$ cat config.mk
export PLATFORM = sky130hd
export DESIGN_NAME = pin_and_serial_option_regs
export DESIGN_NICKNAME = d
export VERILOG_FILES = /design/src/pin_serial_opt_pkg.sv /design/src/pin_and_serial_option_regs.sv /design/src/pin_pad_cell.sv
export SDC_FILE = /design/constraint.sdc
export NUM_CORES = 1
export LEC_CHECK = 0
export BUFFER_PORTS_ARGS = -buffer_cell sky130_fd_sc_hd__clkbuf_2
export CAP_MARGIN = 10
export CORE_AREA = 2 2 99 101
export DETAILED_ROUTE_END_ITERATION = 10
export DIE_AREA = 0 0 101 103
export GPL_ROUTABILITY_DRIVEN = 0
export HOLD_SLACK_MARGIN = 0.08
export PLACE_DENSITY = 0.73
export SETUP_SLACK_MARGIN = 0.05
export SLEW_MARGIN = 20
export SYNTH_ARGS = -nofsm -noshare
export SYNTH_HDL_FRONTEND = slang
export SYNTH_SLANG_ARGS = --single-unit
$ cat constraint.sdc
create_clock -name aclk -period 3 [get_ports aclk]
set_input_delay 0.3 -clock aclk [delete_from_list [all_inputs] [get_ports aclk]]
set_output_delay 0.3 -clock aclk [all_outputs]
set_load 0.1 [all_outputs]
$ cat src/pin_serial_opt_pkg.sv
// constants for the pin configuration and serial option register slice
// assumes word-aligned axi4-lite access, register index times four is the byte address
package pin_serial_opt_pkg;

    // register indices; byte address is four times the index
    localparam logic [6:0] IDX_PIN_CONFIG_B17 = 7'h2B;
    localparam logic [6:0] IDX_KBD_DATA_PIN_CONFIG = 7'h2C;
    localparam logic [6:0] IDX_KBD_CLOCK_PIN_CONFIG = 7'h2D;
    localparam logic [6:0] IDX_PORT5_FIFO_CTRL_SHADOW = 7'h2E;
    localparam logic [6:0] IDX_PORT6_FIFO_CTRL_SHADOW = 7'h2F;
    localparam logic [6:0] IDX_PORT5_SERIAL_OPTIONS = 7'h30;
    localparam logic [6:0] IDX_PORT6_SERIAL_OPTIONS = 7'h31;

    // reset values
    localparam logic [7:0] RST_PIN_CONFIG_B17 = 8'h01;
    localparam logic [7:0] RST_KBD_PIN_CONFIG = 8'h8C;
    localparam logic [7:0] RST_FIFO_CTRL_SHADOW = 8'h00;
    localparam logic [7:0] RST_SERIAL_OPTIONS = 8'h04;

    // writable / readable bit masks
    localparam logic [7:0] MASK_PIN_BASIC = 8'h83;
    localparam logic [7:0] MASK_PIN_PORT3_ALT = 8'h04;
    localparam logic [7:0] MASK_KBD_PIN = 8'h8F;
    localparam logic [7:0] MASK_FIFO_SHADOW = 8'hCF;
    localparam logic [7:0] MASK_SERIAL_OPTIONS = 8'h3F;

    // pin configuration fields
    localparam int PIN_DIR_BIT = 0;
    localparam int PIN_POL_BIT = 1;
    localparam int PIN_ALT_BIT = 2;
    localparam int PIN_FUNC_LO = 2;
    localparam int PIN_OD_BIT = 7;

    // pin function encodings for the keyboard pins
    localparam logic [1:0] FUNC_GPIO = 2'b00;
    localparam logic [1:0] FUNC_RSVD = 2'b01;
    localparam logic [1:0] FUNC_EDGE_IRQ = 2'b10;
    localparam logic [1:0] FUNC_KEYBOARD = 2'b11;

    // serial option fields
    localparam int OPT_OUT_SEL_BIT = 0;
    localparam int OPT_IN_SEL_LO = 1;
    localparam int OPT_AUTO_EN_BIT = 3;
    localparam int OPT_AUTO_RTS_BIT = 4;
    localparam int OPT_AUTO_POL_BIT = 5;

    // control-in routing encodings
    localparam logic [1:0] IN_SEL_SET_READY = 2'b00;
    localparam logic [1:0] IN_SEL_CLEAR_TO_SEND = 2'b01;
    localparam logic [1:0] IN_SEL_RING = 2'b10;
    localparam logic [1:0] IN_SEL_CARRIER = 2'b11;

    // axi responses
    localparam logic [1:0] RESP_OKAY = 2'b00;
    localparam logic [1:0] RESP_SLVERR = 2'b10;

endpackage : pin_serial_opt_pkg

$ cat src/pin_and_serial_option_regs.sv
// axi4-lite register slice for three multiplexed pins and serial port 5/6 options
// assumes word accesses; byte lane 0 carries the 8-bit register, upper bits read zero
// Summary of operation
// - config bit 0 sets pin direction, one input, zero output.
// - config bit 1 inverts pin value between pad and logic when one.
// - config bit 7 selects open-drain when one, push-pull when zero.
// - with port 3 present, bit 2 at 2B routes its request-to-send to pin.
// - without port 3, bits 6 to 2 at 2B are reserved.
// - register 2B resets to 01, non-inverted push-pull input.
// - 2C bits 3:2 select keyboard data, edge interrupt 0, reserved or gpio.
// - 2D bits 3:2 select keyboard clock, edge interrupt 1, reserved or gpio.
// - registers 2C and 2D reset to 8C, keyboard, open drain, output.
// - fifo shadow fields: enable, rx reset, tx reset, dma, trigger 7:6.
// - port 5 shadow read-only at 2E, port 6 at 2F, last written values.
// - without ports 5 and 6, their shadow and option registers are reserved.
// - option bit 0 drives control-out from request-to-send or terminal-ready.
// - option bits 2:1 route control-in to carrier, ring, clear or set-ready.
// - option bit 3 enables automatic transmit-direction control.
// - option bit 4 picks request-to-send or terminal-ready for direction control.
// - option bit 5 sets direction level while transmitting; bits 7:6 reserved.
// - port 5 and 6 option registers reset to 04.
`timescale 1ns/100ps
module pin_and_serial_option_regs
#(
    parameter int ADDR_W = 12,
    parameter bit HAS_PORT3 = 1'b1,
    parameter bit HAS_PORT56 = 1'b1
)
(
    input wire logic aclk,
    input wire logic aresetn,
    input wire logic [ADDR_W-1:0] s_axi_awaddr,
    input wire logic s_axi_awvalid,
    output logic s_axi_awready,
    input wire logic [31:0] s_axi_wdata,
    input wire logic [3:0] s_axi_wstrb,
    input wire logic s_axi_wvalid,
    output logic s_axi_wready,
    output logic [1:0] s_axi_bresp,
    output logic s_axi_bvalid,
    input wire logic s_axi_bready,
    input wire logic [ADDR_W-1:0] s_axi_araddr,
    input wire logic s_axi_arvalid,
    output logic s_axi_arready,
    output logic [31:0] s_axi_rdata,
    output logic [1:0] s_axi_rresp,
    output logic s_axi_rvalid,
    input wire logic s_axi_rready,
    input wire logic [2:0] pin_pad_in,
    output logic [2:0] pin_pad_out,
    output logic [2:0] pin_pad_oe_n,
    input wire logic [2:0] gpio_out_value,
    output logic [2:0] gpio_in_value,
    input wire logic port3_request_to_send_out,
    input wire logic keyboard_data_line_out,
    input wire logic keyboard_clock_line_out,
    output logic keyboard_data_line_in,
    output logic keyboard_clock_line_in,
    output logic [1:0] edge_irq,
    input wire logic port5_fifo_ctrl_wr,
    input wire logic [7:0] port5_fifo_ctrl_data,
    input wire logic port6_fifo_ctrl_wr,
    input wire logic [7:0] port6_fifo_ctrl_data,
    input wire logic port5_request_to_send_n,
    input wire logic port5_terminal_ready_n,
    input wire logic port5_transmit_active,
    output logic port5_control_out_pin,
    input wire logic port5_control_in_pin,
    output logic port5_carrier_detect_n,
    output logic port5_ring_indicator_n,
    output logic port5_clear_to_send_n,
    output logic port5_set_ready_n
);
    localparam logic [7:0] PIN17_MASK = HAS_PORT3 ?
        (pin_serial_opt_pkg::MASK_PIN_BASIC | pin_serial_opt_pkg::MASK_PIN_PORT3_ALT) :
        pin_serial_opt_pkg::MASK_PIN_BASIC;
    localparam logic [7:0] SHADOW_MASK = HAS_PORT56 ?
        pin_serial_opt_pkg::MASK_FIFO_SHADOW : 8'h00;
    localparam logic [7:0] OPT_MASK = HAS_PORT56 ?
        pin_serial_opt_pkg::MASK_SERIAL_OPTIONS : 8'h00;

    logic [7:0] pin_cfg_q [3];
    logic [7:0] shadow5_q;
    logic [7:0] shadow6_q;
    logic [7:0] opt5_q;
    logic [7:0] opt6_q;

    logic [ADDR_W-1:0] awaddr_q;
    logic [7:0] wdata_q;
    logic wlane0_q;
    logic aw_full_q;
    logic w_full_q;
    logic do_write;
    logic [6:0] widx;
    logic wmapped;

    logic [2:0] alt_en;
    logic [2:0] alt_val;
    logic [2:0] in_val;
    logic [2:0] in_edge;
    logic [1:0] func_data;
    logic [1:0] func_clock;

    // index decode; address bits above the index must be zero
    function automatic logic mapped(input logic [ADDR_W-1:0] addr);
        logic [6:0] idx;
        idx = addr[8:2];
        mapped = (addr[ADDR_W-1:9] == '0)
            && (idx >= pin_serial_opt_pkg::IDX_PIN_CONFIG_B17)
            && (idx <= pin_serial_opt_pkg::IDX_PORT6_SERIAL_OPTIONS);
    endfunction : mapped

    // write channel handshakes; address and data may arrive in either order
    always_ff @(posedge aclk)
    begin
        if (!aresetn)
        begin
            s_axi_awready <= 1'b0;
            aw_full_q <= 1'b0;
            awaddr_q <= '0;
        end
        else if (s_axi_awvalid && s_axi_awready)
        begin
            s_axi_awready <= 1'b0;
            aw_full_q <= 1'b1;
            awaddr_q <= s_axi_awaddr;
        end
        else if (do_write)
        begin
            aw_full_q <= 1'b0;
        end
        else if (!aw_full_q && !s_axi_bvalid)
        begin
            s_axi_awready <= 1'b1;
        end
    end

    always_ff @(posedge aclk)
    begin
        if (!aresetn)
        begin
            s_axi_wready <= 1'b0;
            w_full_q <= 1'b0;
            wdata_q <= 8'h00;
            wlane0_q <= 1'b0;
        end
        else if (s_axi_wvalid && s_axi_wready)
        begin
            s_axi_wready <= 1'b0;
            w_full_q <= 1'b1;
            wdata_q <= s_axi_wdata[7:0];
            wlane0_q <= s_axi_wstrb[0];
        end
        else if (do_write)
        begin
            w_full_q <= 1'b0;
        end
        else if (!w_full_q && !s_axi_bvalid)
        begin
            s_axi_wready <= 1'b1;
        end
    end

    assign do_write = aw_full_q && w_full_q && !s_axi_bvalid;
    assign widx = awaddr_q[8:2];
    assign wmapped = mapped(awaddr_q);

    always_ff @(posedge aclk)
    begin
        if (!aresetn)
        begin
            s_axi_bvalid <= 1'b0;
            s_axi_bresp <= pin_serial_opt_pkg::RESP_OKAY;
        end
        else if (do_write)
        begin
            s_axi_bvalid <= 1'b1;
            s_axi_bresp <= wmapped ? pin_serial_opt_pkg::RESP_OKAY :
                pin_serial_opt_pkg::RESP_SLVERR;
        end
        else if (s_axi_bready)
        begin
            s_axi_bvalid <= 1'b0;
        end
    end

    // software-written configuration; reserved bits never stored
    always_ff @(posedge aclk)
    begin
        if (!aresetn)
        begin
            pin_cfg_q[0] <= pin_serial_opt_pkg::RST_PIN_CONFIG_B17 & PIN17_MASK;
            pin_cfg_q[1] <= pin_serial_opt_pkg::RST_KBD_PIN_CONFIG;
            pin_cfg_q[2] <= pin_serial_opt_pkg::RST_KBD_PIN_CONFIG;
            opt5_q <= pin_serial_opt_pkg::RST_SERIAL_OPTIONS & OPT_MASK;
            opt6_q <= pin_serial_opt_pkg::RST_SERIAL_OPTIONS & OPT_MASK;
        end
        else if (do_write && wmapped && wlane0_q)
        begin
            case (widx)
                pin_serial_opt_pkg::IDX_PIN_CONFIG_B17:
                    pin_cfg_q[0] <= wdata_q & PIN17_MASK;
                pin_serial_opt_pkg::IDX_KBD_DATA_PIN_CONFIG:
                    pin_cfg_q[1] <= wdata_q & pin_serial_opt_pkg::MASK_KBD_PIN;
                pin_serial_opt_pkg::IDX_KBD_CLOCK_PIN_CONFIG:
                    pin_cfg_q[2] <= wdata_q & pin_serial_opt_pkg::MASK_KBD_PIN;
                pin_serial_opt_pkg::IDX_PORT5_SERIAL_OPTIONS:
                    opt5_q <= wdata_q & OPT_MASK;
                pin_serial_opt_pkg::IDX_PORT6_SERIAL_OPTIONS:
                    opt6_q <= wdata_q & OPT_MASK;
                default:
                    ; // shadows are read-only
            endcase
        end
    end

    // shadows follow the serial cores' own fifo control writes, not the bus
    always_ff @(posedge aclk)
    begin
        if (!aresetn)
        begin
            shadow5_q <= pin_serial_opt_pkg::RST_FIFO_CTRL_SHADOW;
            shadow6_q <= pin_serial_opt_pkg::RST_FIFO_CTRL_SHADOW;
        end
        else
        begin
            if (port5_fifo_ctrl_wr)
                shadow5_q <= port5_fifo_ctrl_data & SHADOW_MASK;
            if (port6_fifo_ctrl_wr)
                shadow6_q <= port6_fifo_ctrl_data & SHADOW_MASK;
        end
    end

    // read channel: one read at a time, data one cycle after address
    always_ff @(posedge aclk)
    begin
        if (!aresetn)
        begin
            s_axi_arready <= 1'b0;
            s_axi_rvalid <= 1'b0;
            s_axi_rdata <= 32'h0000_0000;
            s_axi_rresp <= pin_serial_opt_pkg::RESP_OKAY;
        end
        else if (s_axi_arvalid && s_axi_arready)
        begin
            s_axi_arready <= 1'b0;
            s_axi_rvalid <= 1'b1;
            s_axi_rresp <= mapped(s_axi_araddr) ? pin_serial_opt_pkg::RESP_OKAY :
                pin_serial_opt_pkg::RESP_SLVERR;
            case (s_axi_araddr[8:2])
                pin_serial_opt_pkg::IDX_PIN_CONFIG_B17:
                    s_axi_rdata <= {24'h00_0000, pin_cfg_q[0]};
                pin_serial_opt_pkg::IDX_KBD_DATA_PIN_CONFIG:
                    s_axi_rdata <= {24'h00_0000, pin_cfg_q[1]};
                pin_serial_opt_pkg::IDX_KBD_CLOCK_PIN_CONFIG:
                    s_axi_rdata <= {24'h00_0000, pin_cfg_q[2]};
                pin_serial_opt_pkg::IDX_PORT5_FIFO_CTRL_SHADOW:
                    s_axi_rdata <= {24'h00_0000, shadow5_q};
                pin_serial_opt_pkg::IDX_PORT6_FIFO_CTRL_SHADOW:
                    s_axi_rdata <= {24'h00_0000, shadow6_q};
                pin_serial_opt_pkg::IDX_PORT5_SERIAL_OPTIONS:
                    s_axi_rdata <= {24'h00_0000, opt5_q};
                pin_serial_opt_pkg::IDX_PORT6_SERIAL_OPTIONS:
                    s_axi_rdata <= {24'h00_0000, opt6_q};
                default:
                    s_axi_rdata <= 32'h0000_0000;
            endcase
            if (!mapped(s_axi_araddr))
                s_axi_rdata <= 32'h0000_0000;
        end
        else if (s_axi_rvalid)
        begin
            if (s_axi_rready)
                s_axi_rvalid <= 1'b0;
        end
        else
        begin
            s_axi_arready <= 1'b1;
        end
    end

    // pin function selection
    assign func_data = pin_cfg_q[1][pin_serial_opt_pkg::PIN_FUNC_LO +: 2];
    assign func_clock = pin_cfg_q[2][pin_serial_opt_pkg::PIN_FUNC_LO +: 2];
    assign alt_en[0] = HAS_PORT3 && pin_cfg_q[0][pin_serial_opt_pkg::PIN_ALT_BIT];
    assign alt_en[1] = func_data == pin_serial_opt_pkg::FUNC_KEYBOARD;
    assign alt_en[2] = func_clock == pin_serial_opt_pkg::FUNC_KEYBOARD;
    assign alt_val[0] = port3_request_to_send_out;
    // keyboard lines are open drain by default; the direction bit must stay zero
    assign alt_val[1] = keyboard_data_line_out;
    assign alt_val[2] = keyboard_clock_line_out;

    genvar gi;
    generate
        for (gi = 0; gi < 3; gi++)
        begin : g_pin
            pin_pad_cell u_cell
            (
                .aclk(aclk),
                .aresetn(aresetn),
                .cfg(pin_cfg_q[gi]),
                .alt_en(alt_en[gi]),
                .alt_val(alt_val[gi]),
                .gpio_val(gpio_out_value[gi]),
                .pad_in(pin_pad_in[gi]),
                .pad_out(pin_pad_out[gi]),
                .pad_oe_n(pin_pad_oe_n[gi]),
                .in_val(in_val[gi]),
                .in_edge(in_edge[gi])
            );
        end
    endgenerate

    // logic-side views of the pins; keyboard lines idle high when not selected
    always_ff @(posedge aclk)
    begin
        if (!aresetn)
        begin
            gpio_in_value <= 3'b000;
            keyboard_data_line_in <= 1'b1;
            keyboard_clock_line_in <= 1'b1;
            edge_irq <= 2'b00;
        end
        else
        begin
            gpio_in_value <= in_val;
            keyboard_data_line_in <= alt_en[1] ? in_val[1] : 1'b1;
            keyboard_clock_line_in <= alt_en[2] ? in_val[2] : 1'b1;
            edge_irq[0] <= in_edge[1] && (func_data == pin_serial_opt_pkg::FUNC_EDGE_IRQ);
            edge_irq[1] <= in_edge[2] && (func_clock == pin_serial_opt_pkg::FUNC_EDGE_IRQ);
        end
    end

    // port 5 modem routing; direction control overrides the chosen modem output
    logic auto_on;
    logic dir_level_n;
    logic rts_eff_n;
    logic dtr_eff_n;
    logic [1:0] in_sel;

    assign auto_on = opt5_q[pin_serial_opt_pkg::OPT_AUTO_EN_BIT];
    // polarity zero drives low while transmitting, one drives high
    assign dir_level_n = port5_transmit_active ?
        opt5_q[pin_serial_opt_pkg::OPT_AUTO_POL_BIT] :
        !opt5_q[pin_serial_opt_pkg::OPT_AUTO_POL_BIT];
    assign rts_eff_n = (auto_on && opt5_q[pin_serial_opt_pkg::OPT_AUTO_RTS_BIT]) ?
        dir_level_n : port5_request_to_send_n;
    assign dtr_eff_n = (auto_on && !opt5_q[pin_serial_opt_pkg::OPT_AUTO_RTS_BIT]) ?
        dir_level_n : port5_terminal_ready_n;
    assign in_sel = opt5_q[pin_serial_opt_pkg::OPT_IN_SEL_LO +: 2];

    always_ff @(posedge aclk)
    begin
        if (!aresetn)
        begin
            port5_control_out_pin <= 1'b1;
            port5_carrier_detect_n <= 1'b1;
            port5_ring_indicator_n <= 1'b1;
            port5_clear_to_send_n <= 1'b1;
            port5_set_ready_n <= 1'b1;
        end
        else
        begin
            port5_control_out_pin <= opt5_q[pin_serial_opt_pkg::OPT_OUT_SEL_BIT] ?
                rts_eff_n : dtr_eff_n;
            // unselected modem inputs sit inactive (high)
            port5_carrier_detect_n <= (in_sel == pin_serial_opt_pkg::IN_SEL_CARRIER) ?
                port5_control_in_pin : 1'b1;
            port5_ring_indicator_n <= (in_sel == pin_serial_opt_pkg::IN_SEL_RING) ?
                port5_control_in_pin : 1'b1;
            port5_clear_to_send_n <= (in_sel == pin_serial_opt_pkg::IN_SEL_CLEAR_TO_SEND) ?
                port5_control_in_pin : 1'b1;
            port5_set_ready_n <= (in_sel == pin_serial_opt_pkg::IN_SEL_SET_READY) ?
                port5_control_in_pin : 1'b1;
        end
    end

endmodule : pin_and_serial_option_regs

$ cat src/pin_pad_cell.sv
// one multiplexed i/o pin: direction, polarity, driver type, alternate output
// assumes the pad wire level is resolved outside from pad_out and pad_oe_n
`timescale 1ns/100ps
module pin_pad_cell
(
    input wire logic aclk,
    input wire logic aresetn,
    input wire logic [7:0] cfg,
    input wire logic alt_en,
    input wire logic alt_val,
    input wire logic gpio_val,
    input wire logic pad_in,
    output logic pad_out,
    output logic pad_oe_n,
    output logic in_val,
    output logic in_edge
);
    logic out_level;
    logic drive;

    // polarity sits between pad and logic for both directions
    assign out_level = (alt_en ? alt_val : gpio_val) ^ cfg[pin_serial_opt_pkg::PIN_POL_BIT];
    // open drain only pulls low; a high level releases the pad
    assign drive = !cfg[pin_serial_opt_pkg::PIN_DIR_BIT]
        && (!cfg[pin_serial_opt_pkg::PIN_OD_BIT] || !out_level);

    always_ff @(posedge aclk)
    begin
        if (!aresetn)
        begin
            pad_out <= 1'b0;
            pad_oe_n <= 1'b1;
        end
        else
        begin
            pad_out <= out_level;
            pad_oe_n <= !drive;
        end
    end

    always_ff @(posedge aclk)
    begin
        if (!aresetn)
        begin
            in_val <= 1'b0;
            in_edge <= 1'b0;
        end
        else
        begin
            in_val <= pad_in ^ cfg[pin_serial_opt_pkg::PIN_POL_BIT];
            in_edge <= (pad_in ^ cfg[pin_serial_opt_pkg::PIN_POL_BIT]) != in_val;
        end
    end

endmodule : pin_pad_cell

# Word-level counts from Yosys, hierarchy flattened
# Memory sizes are Yosys's and may differ from the RTL's.
# Cells that the tools add are included.
# Widths: inputs -> output; s select.
# totals
regBits,111
mem_count,1
out_inout_bits,59
wordCells,168
mem_bits_rw,15
# memory_table
name,depth,word_bits,rd,rd_clocked_by_memory_dff,write_ports,line_no,text
pin_cfg_q,3,5,3,0,3,pin_and_serial_option_regs.sv:82,logic [7:0] pin_cfg_q [3];
# classes
n_reduce_logical,59
n_eq_ne,21
n_mux,35
n_lt_le_gt_ge,4
bitwise,11
# ops
op,n
$eq 7x6->1 const B,12
$pmux 8 s7,1
$mux 32,1
$mux 1,28
$logic_and 1x1->1,20
$reduce_and 2->1,10
$logic_not 1->1,17
$mux 5,3
$ge 7x6->1 const B,2
$le 7x6->1 const B,2
$eq 2x2->1 const B,6
$logic_not 3->1,2
$reduce_bool 2->1,3
$reduce_or 2->1,3
$xor 1x1->1,6
$mux 2,2
$logic_or 1x1->1,3
$or 1x1->1,3
$eq 2x1->1 const B,1
$logic_not 2->1,1
$ne 1x1->1,2
$not 1->1,2

# Logic depth before layout (Yosys ltp)
# logic_depth
ltp_word,9
depth_mapped,6
depth_no_buf,4

# Cells and area by module
# A second synthesis with hierarchy kept.
# unflattened
cells_unflattened,441
hier_area_um2,4207.8
# modules_own_cells
mod,n_inst,area_per_inst_um2,seq_area_each_um2,cells_each
pin_and_serial_option_regs,1,3768.6,1841.8,402
pin_pad_cell,3,146.4,80.1,13

# Worst setup path before layout
# Ideal clock, no wire load.
# synth_path
kind,flip-flop to flip-flop
start,register s_axi_bvalid
end,memory pin_cfg_q[0][10] (netlist bit) (enable)
setup_slack_ps,407
arrival_ps,2216
path_stages_with_launch,6
setup_time_ps,376
cell_sequence,dfxtp_1 nand4b_1 or3_1 buf_6 or2_1 o31ai_1
# synth_lines
item,line_no,text
from (decl),pin_and_serial_option_regs.sv:40,"output logic s_axi_bvalid,"
from (signal assigned),pin_and_serial_option_regs.sv:172,s_axi_bvalid <= 1'b0;
from (signal assigned),pin_and_serial_option_regs.sv:177,s_axi_bvalid <= 1'b1;
from (signal assigned),pin_and_serial_option_regs.sv:183,s_axi_bvalid <= 1'b0;
to (decl),pin_and_serial_option_regs.sv:82,

==> metrics.md <==
| Metric | Value |
|---|---|
| Hold Vio Cnt, Final | `0` |
| Hpwl dp | `6.52 mm` |
| Die width | `101 um` |
| Initial antenna violation count | `0` |
| Ant diodes | `0` |
| Max rail drop VDD | `0.000262 V` |
| GRT Util Overall | `0.168` |
| Routed vias/inst | `about 4.9` |
| Routed WL per cell | `13.6 um` |
| CP max stage delay | `550 ps` |
| Max-slew headroom | `0.541` |
| Area of placed instances | `roughly 4500 sq um` |
| Starting Density | `0.436` |
| Setup TNS | `0 ps` |
| Largest net degree at the start of global routing | `36` |
| Hold-fix buffers, CTS | `0` |
| Outcome | `finished, final reports clean` |
| Internal reg-to-reg setup slack | `roughly 660 ps` |
| Final Setup Violations | `0` |
| Vias | `3,133` |
| Most frequent cells in the layout | `clkbuf_2 (94), dfxtp_1 (82), nand2_1 (66)` |
| Worst-margin pin slew | `between 600 and 700 ps` |
| Min-Delay Endpoint | `port5_carrier_detect_n` |
| Port bufs | `94` |
| Count of yosys warnings during synthesis | `0` |
| Hold Path Depth | `2` |
| Final Max Slew Viols | `0` |
| Clock skew | `roughly 11 ps` |
| Post-CTS Setup Repair Bufs | `0` |
| FFs w/ async S/R, synth | `0` |
| Row count | `36` |
| Clock Path Buffers | `2` |
| Min-Delay Path Class | `in -> reg` |
| Highest-delay cell along the critical path | `or4b_4` |
| DRC violation count after routing | `0` |
| Drt first pass iters | `4` |
| Mean post-synth cell area | `approximately 9.5 sq um` |
| Max Cap Viol | `0` |
| Setup Crit Path Kind | `reg -> reg` |
| First-pass GRT wire length | `between 10 and 15 mm` |
| Die Footprint | `10,400 sq um` |
| Grt total ovfl | `0` |
| Required @ worst endpoint | `3080 ps` |
| Worst hold path startpoint | `port5_control_in_pin` |
| Pleak | `a little under 2 nW` |
| Pwr/cell area | `572 nW/um^2` |
| RSZ-0062 raised after global routing | `no` |
| # H-tree levels | `3` |
| Fillers | `888` |
| Area delta synth->final | `15.1%` |
| Core Area | `9460 sq um` |
| Number of global-route vias before repair | `roughly 3,000` |
| Number of synthesized flops with an enable pin | `14` |
| Reg2reg path depth | `5` |
| Most common cell after layout, fill and taps aside | `clkbuf_2` |
| Power after layout | `0.00272 W` |
| Top_reg_cell synth | `dfxtp_1` |
| RR Startpoint | `awaddr_q[8]` |
| Startpoint Class | `register` |
| Yosys reg bits | `96` |
| Iteration-0 DRC Markers | `roughly 190` |
| Crit path max fanout | `5` |
| Num CTS Buffers | `9` |
| Period utilization | `0.779` |
| Worst Setup End Kind | `register` |
| I/O pin total | `157` |
| Antenna viol nets, final | `0` |
| Die Span Y | `103 um` |
| Final worst path period need | `2340 ps` |
| Root Driver | `clkbuf_8` |
| FF-to-FF End | `pin_cfg_q[0][5]` |
| Mapped Cells | `~430` |
| Worst-Skew Late Latency | `about 360 ps` |
| Final net count | `around 610` |
| Max Fclk | `0.428 GHz` |
| Design area | `4750 sq um` |
| Critical path arrival | `around 2400 ps` |
| Post-synth cell types | `49` |
| Register area share after synthesis | `0.500` |
| CP cell instances | `or4b_4 -> or3_1 -> or2_1 -> o31ai_1 -> buf_4` |
| Post-CTS sizing | `0` |
| Reg clk slew, reported paths | `100 ps` |
| Final wirelength | `between 8 and 9 mm` |
| Mapped Area | `roughly 4100 sq um` |
| TritonCTS clock tree | `done` |
| Clock Sinks | `96` |
| Share of cells above drive strength 1 | `0.245` |
[synthesized netlist by cell type, types with 2 or more instances]
| master | instances | area (sq um) |
|---|---|---|
| o21ai_0 | 12 | 60.1 |
| a21oi_1 | 28 | 140 |
| buf_4 | 32 | 240 |
| nor4_1 | 5 | 31.3 |
| o31ai_1 | 2 | 15.0 |
| nor3_4 | 2 | 32.5 |
| or4b_2 | 2 | 20.0 |
| or3_1 | 2 | 12.5 |
| edfxtp_1 | 14 | 420 |
| a32oi_1 | 2 | 17.5 |
| nor3_1 | 6 | 30.0 |
| xnor2_1 | 8 | 70.1 |
| mux2i_1 | 31 | 310 |
| mux2_2 | 2 | 22.5 |
| clkbuf_1 | 17 | 63.8 |
| xor2_1 | 2 | 17.5 |
| nand2b_1 | 8 | 50.1 |
| a211o_1 | 3 | 26.3 |
| mux4_2 | 3 | 67.6 |
| inv_1 | 13 | 48.8 |
| and4b_1 | 2 | 20.0 |
| a22oi_1 | 2 | 15.0 |
| o31a_1 | 2 | 17.5 |
| a31oi_1 | 3 | 18.8 |
| dfxtp_1 | 82 | 1640 |
| o22ai_1 | 2 | 12.5 |
| nand3_1 | 13 | 65.1 |
| nand2_1 | 66 | 248 |
| o211ai_1 | 2 | 15.0 |
| nand4b_1 | 4 | 35.0 |
| and2_1 | 13 | 81.3 |
| nor2b_1 | 2 | 12.5 |
| nor2_1 | 27 | 101 |
| buf_1 | 4 | 15.0 |
[per-layer routing]
metal	vias to the layer above	track usage	share of wire
li1	1588	-	-
met1	1429	0.200	0.44
met2	105	0.287	0.48
met3	11	0.0536	0.066
met4	0	0.0593	0.016
met5	-	0	0
[area by class of cell]
class / instances / area (sq um) / area share
sequential: 96 / 2060 / 0.434
timing repair buffer: 99 / 508 / 0.107
tap: 114 / 143 / 0.0300
clock inverter: 5 / 46.3 / 0.00975
clock buffer: 11 / 163 / 0.0343
multi-input combinational: 295 / 1780 / 0.374
inverter: 13 / 48.8 / 0.0103
[through the flow]
| stage | utilization | hold WS [ps] | setup WS (ps) | cells |
|---|---|---|---|---|
| after CTS | 0.502 | 129 | 654 | 633 |
| after global routing | 0.502 | 120 | 531 | 633 |
| final | 0.502 | 142 | 663 | 633 |
| after detailed placement | 0.480 | 422 | 674 | 617 |
| after global placement | 0.480 | 418 | 694 | 617 |
| after floorplan | - | 400 | 407 | 458 |
[power breakdown]
part / total [W] / leakage, nW / switching (W) / internal (W)
Combinational: 0.000476 / 1.08 / 0.000374 / 0.000102
Clock: 0.000853 / 0.101 / 0.000466 / 0.000388
Sequential: 0.00139 / 0.791 / 0.0000351 / 0.00135
[kinds of logic after synthesis]
logic type	share of synthesized area
xor gates and xnor gates	0.0212
AOI/OAI and AO/OA	0.0934
other	0.000909
muxes	0.0971
buffers and inverters	0.0919
DFF	0.500
and+or+nand+nor	0.195
[worst max-delay path, delay by kind of cell (launching register included)]
kind	cells	cell delay, ps
flip-flops	1	320
AO/OA/AOI/OAI	1	230
AND/OR/NAND/NOR	3	1320
buffers and inverters	1	190
[state kept, by name, summed over array words and instances, names as in the netlist, 6 cells and up]
signal / cells
wdata_q: 7
s_axi_rdata: 8
pin_cfg_q: 14
opt6_q: 6
shadow6_q: 6
awaddr_q: 10
shadow5_q: 6
opt5_q: 6
[how the worst max path moves through the flow]
stage,start,slack (ps),to
after detailed placement,awaddr_q[8],670,pin_cfg_q[0][7]
after floorplan,s_axi_bvalid,410,pin_cfg_q[0][10]
after CTS,awaddr_q[8],650,pin_cfg_q[0][5]
after global placement,awaddr_q[8],690,pin_cfg_q[0][6]
final,awaddr_q[8],660,pin_cfg_q[0][5]
after global routing,awaddr_q[8],530,pin_cfg_q[0][5]
Note: power is estimated with default switching activity, not from simulation.
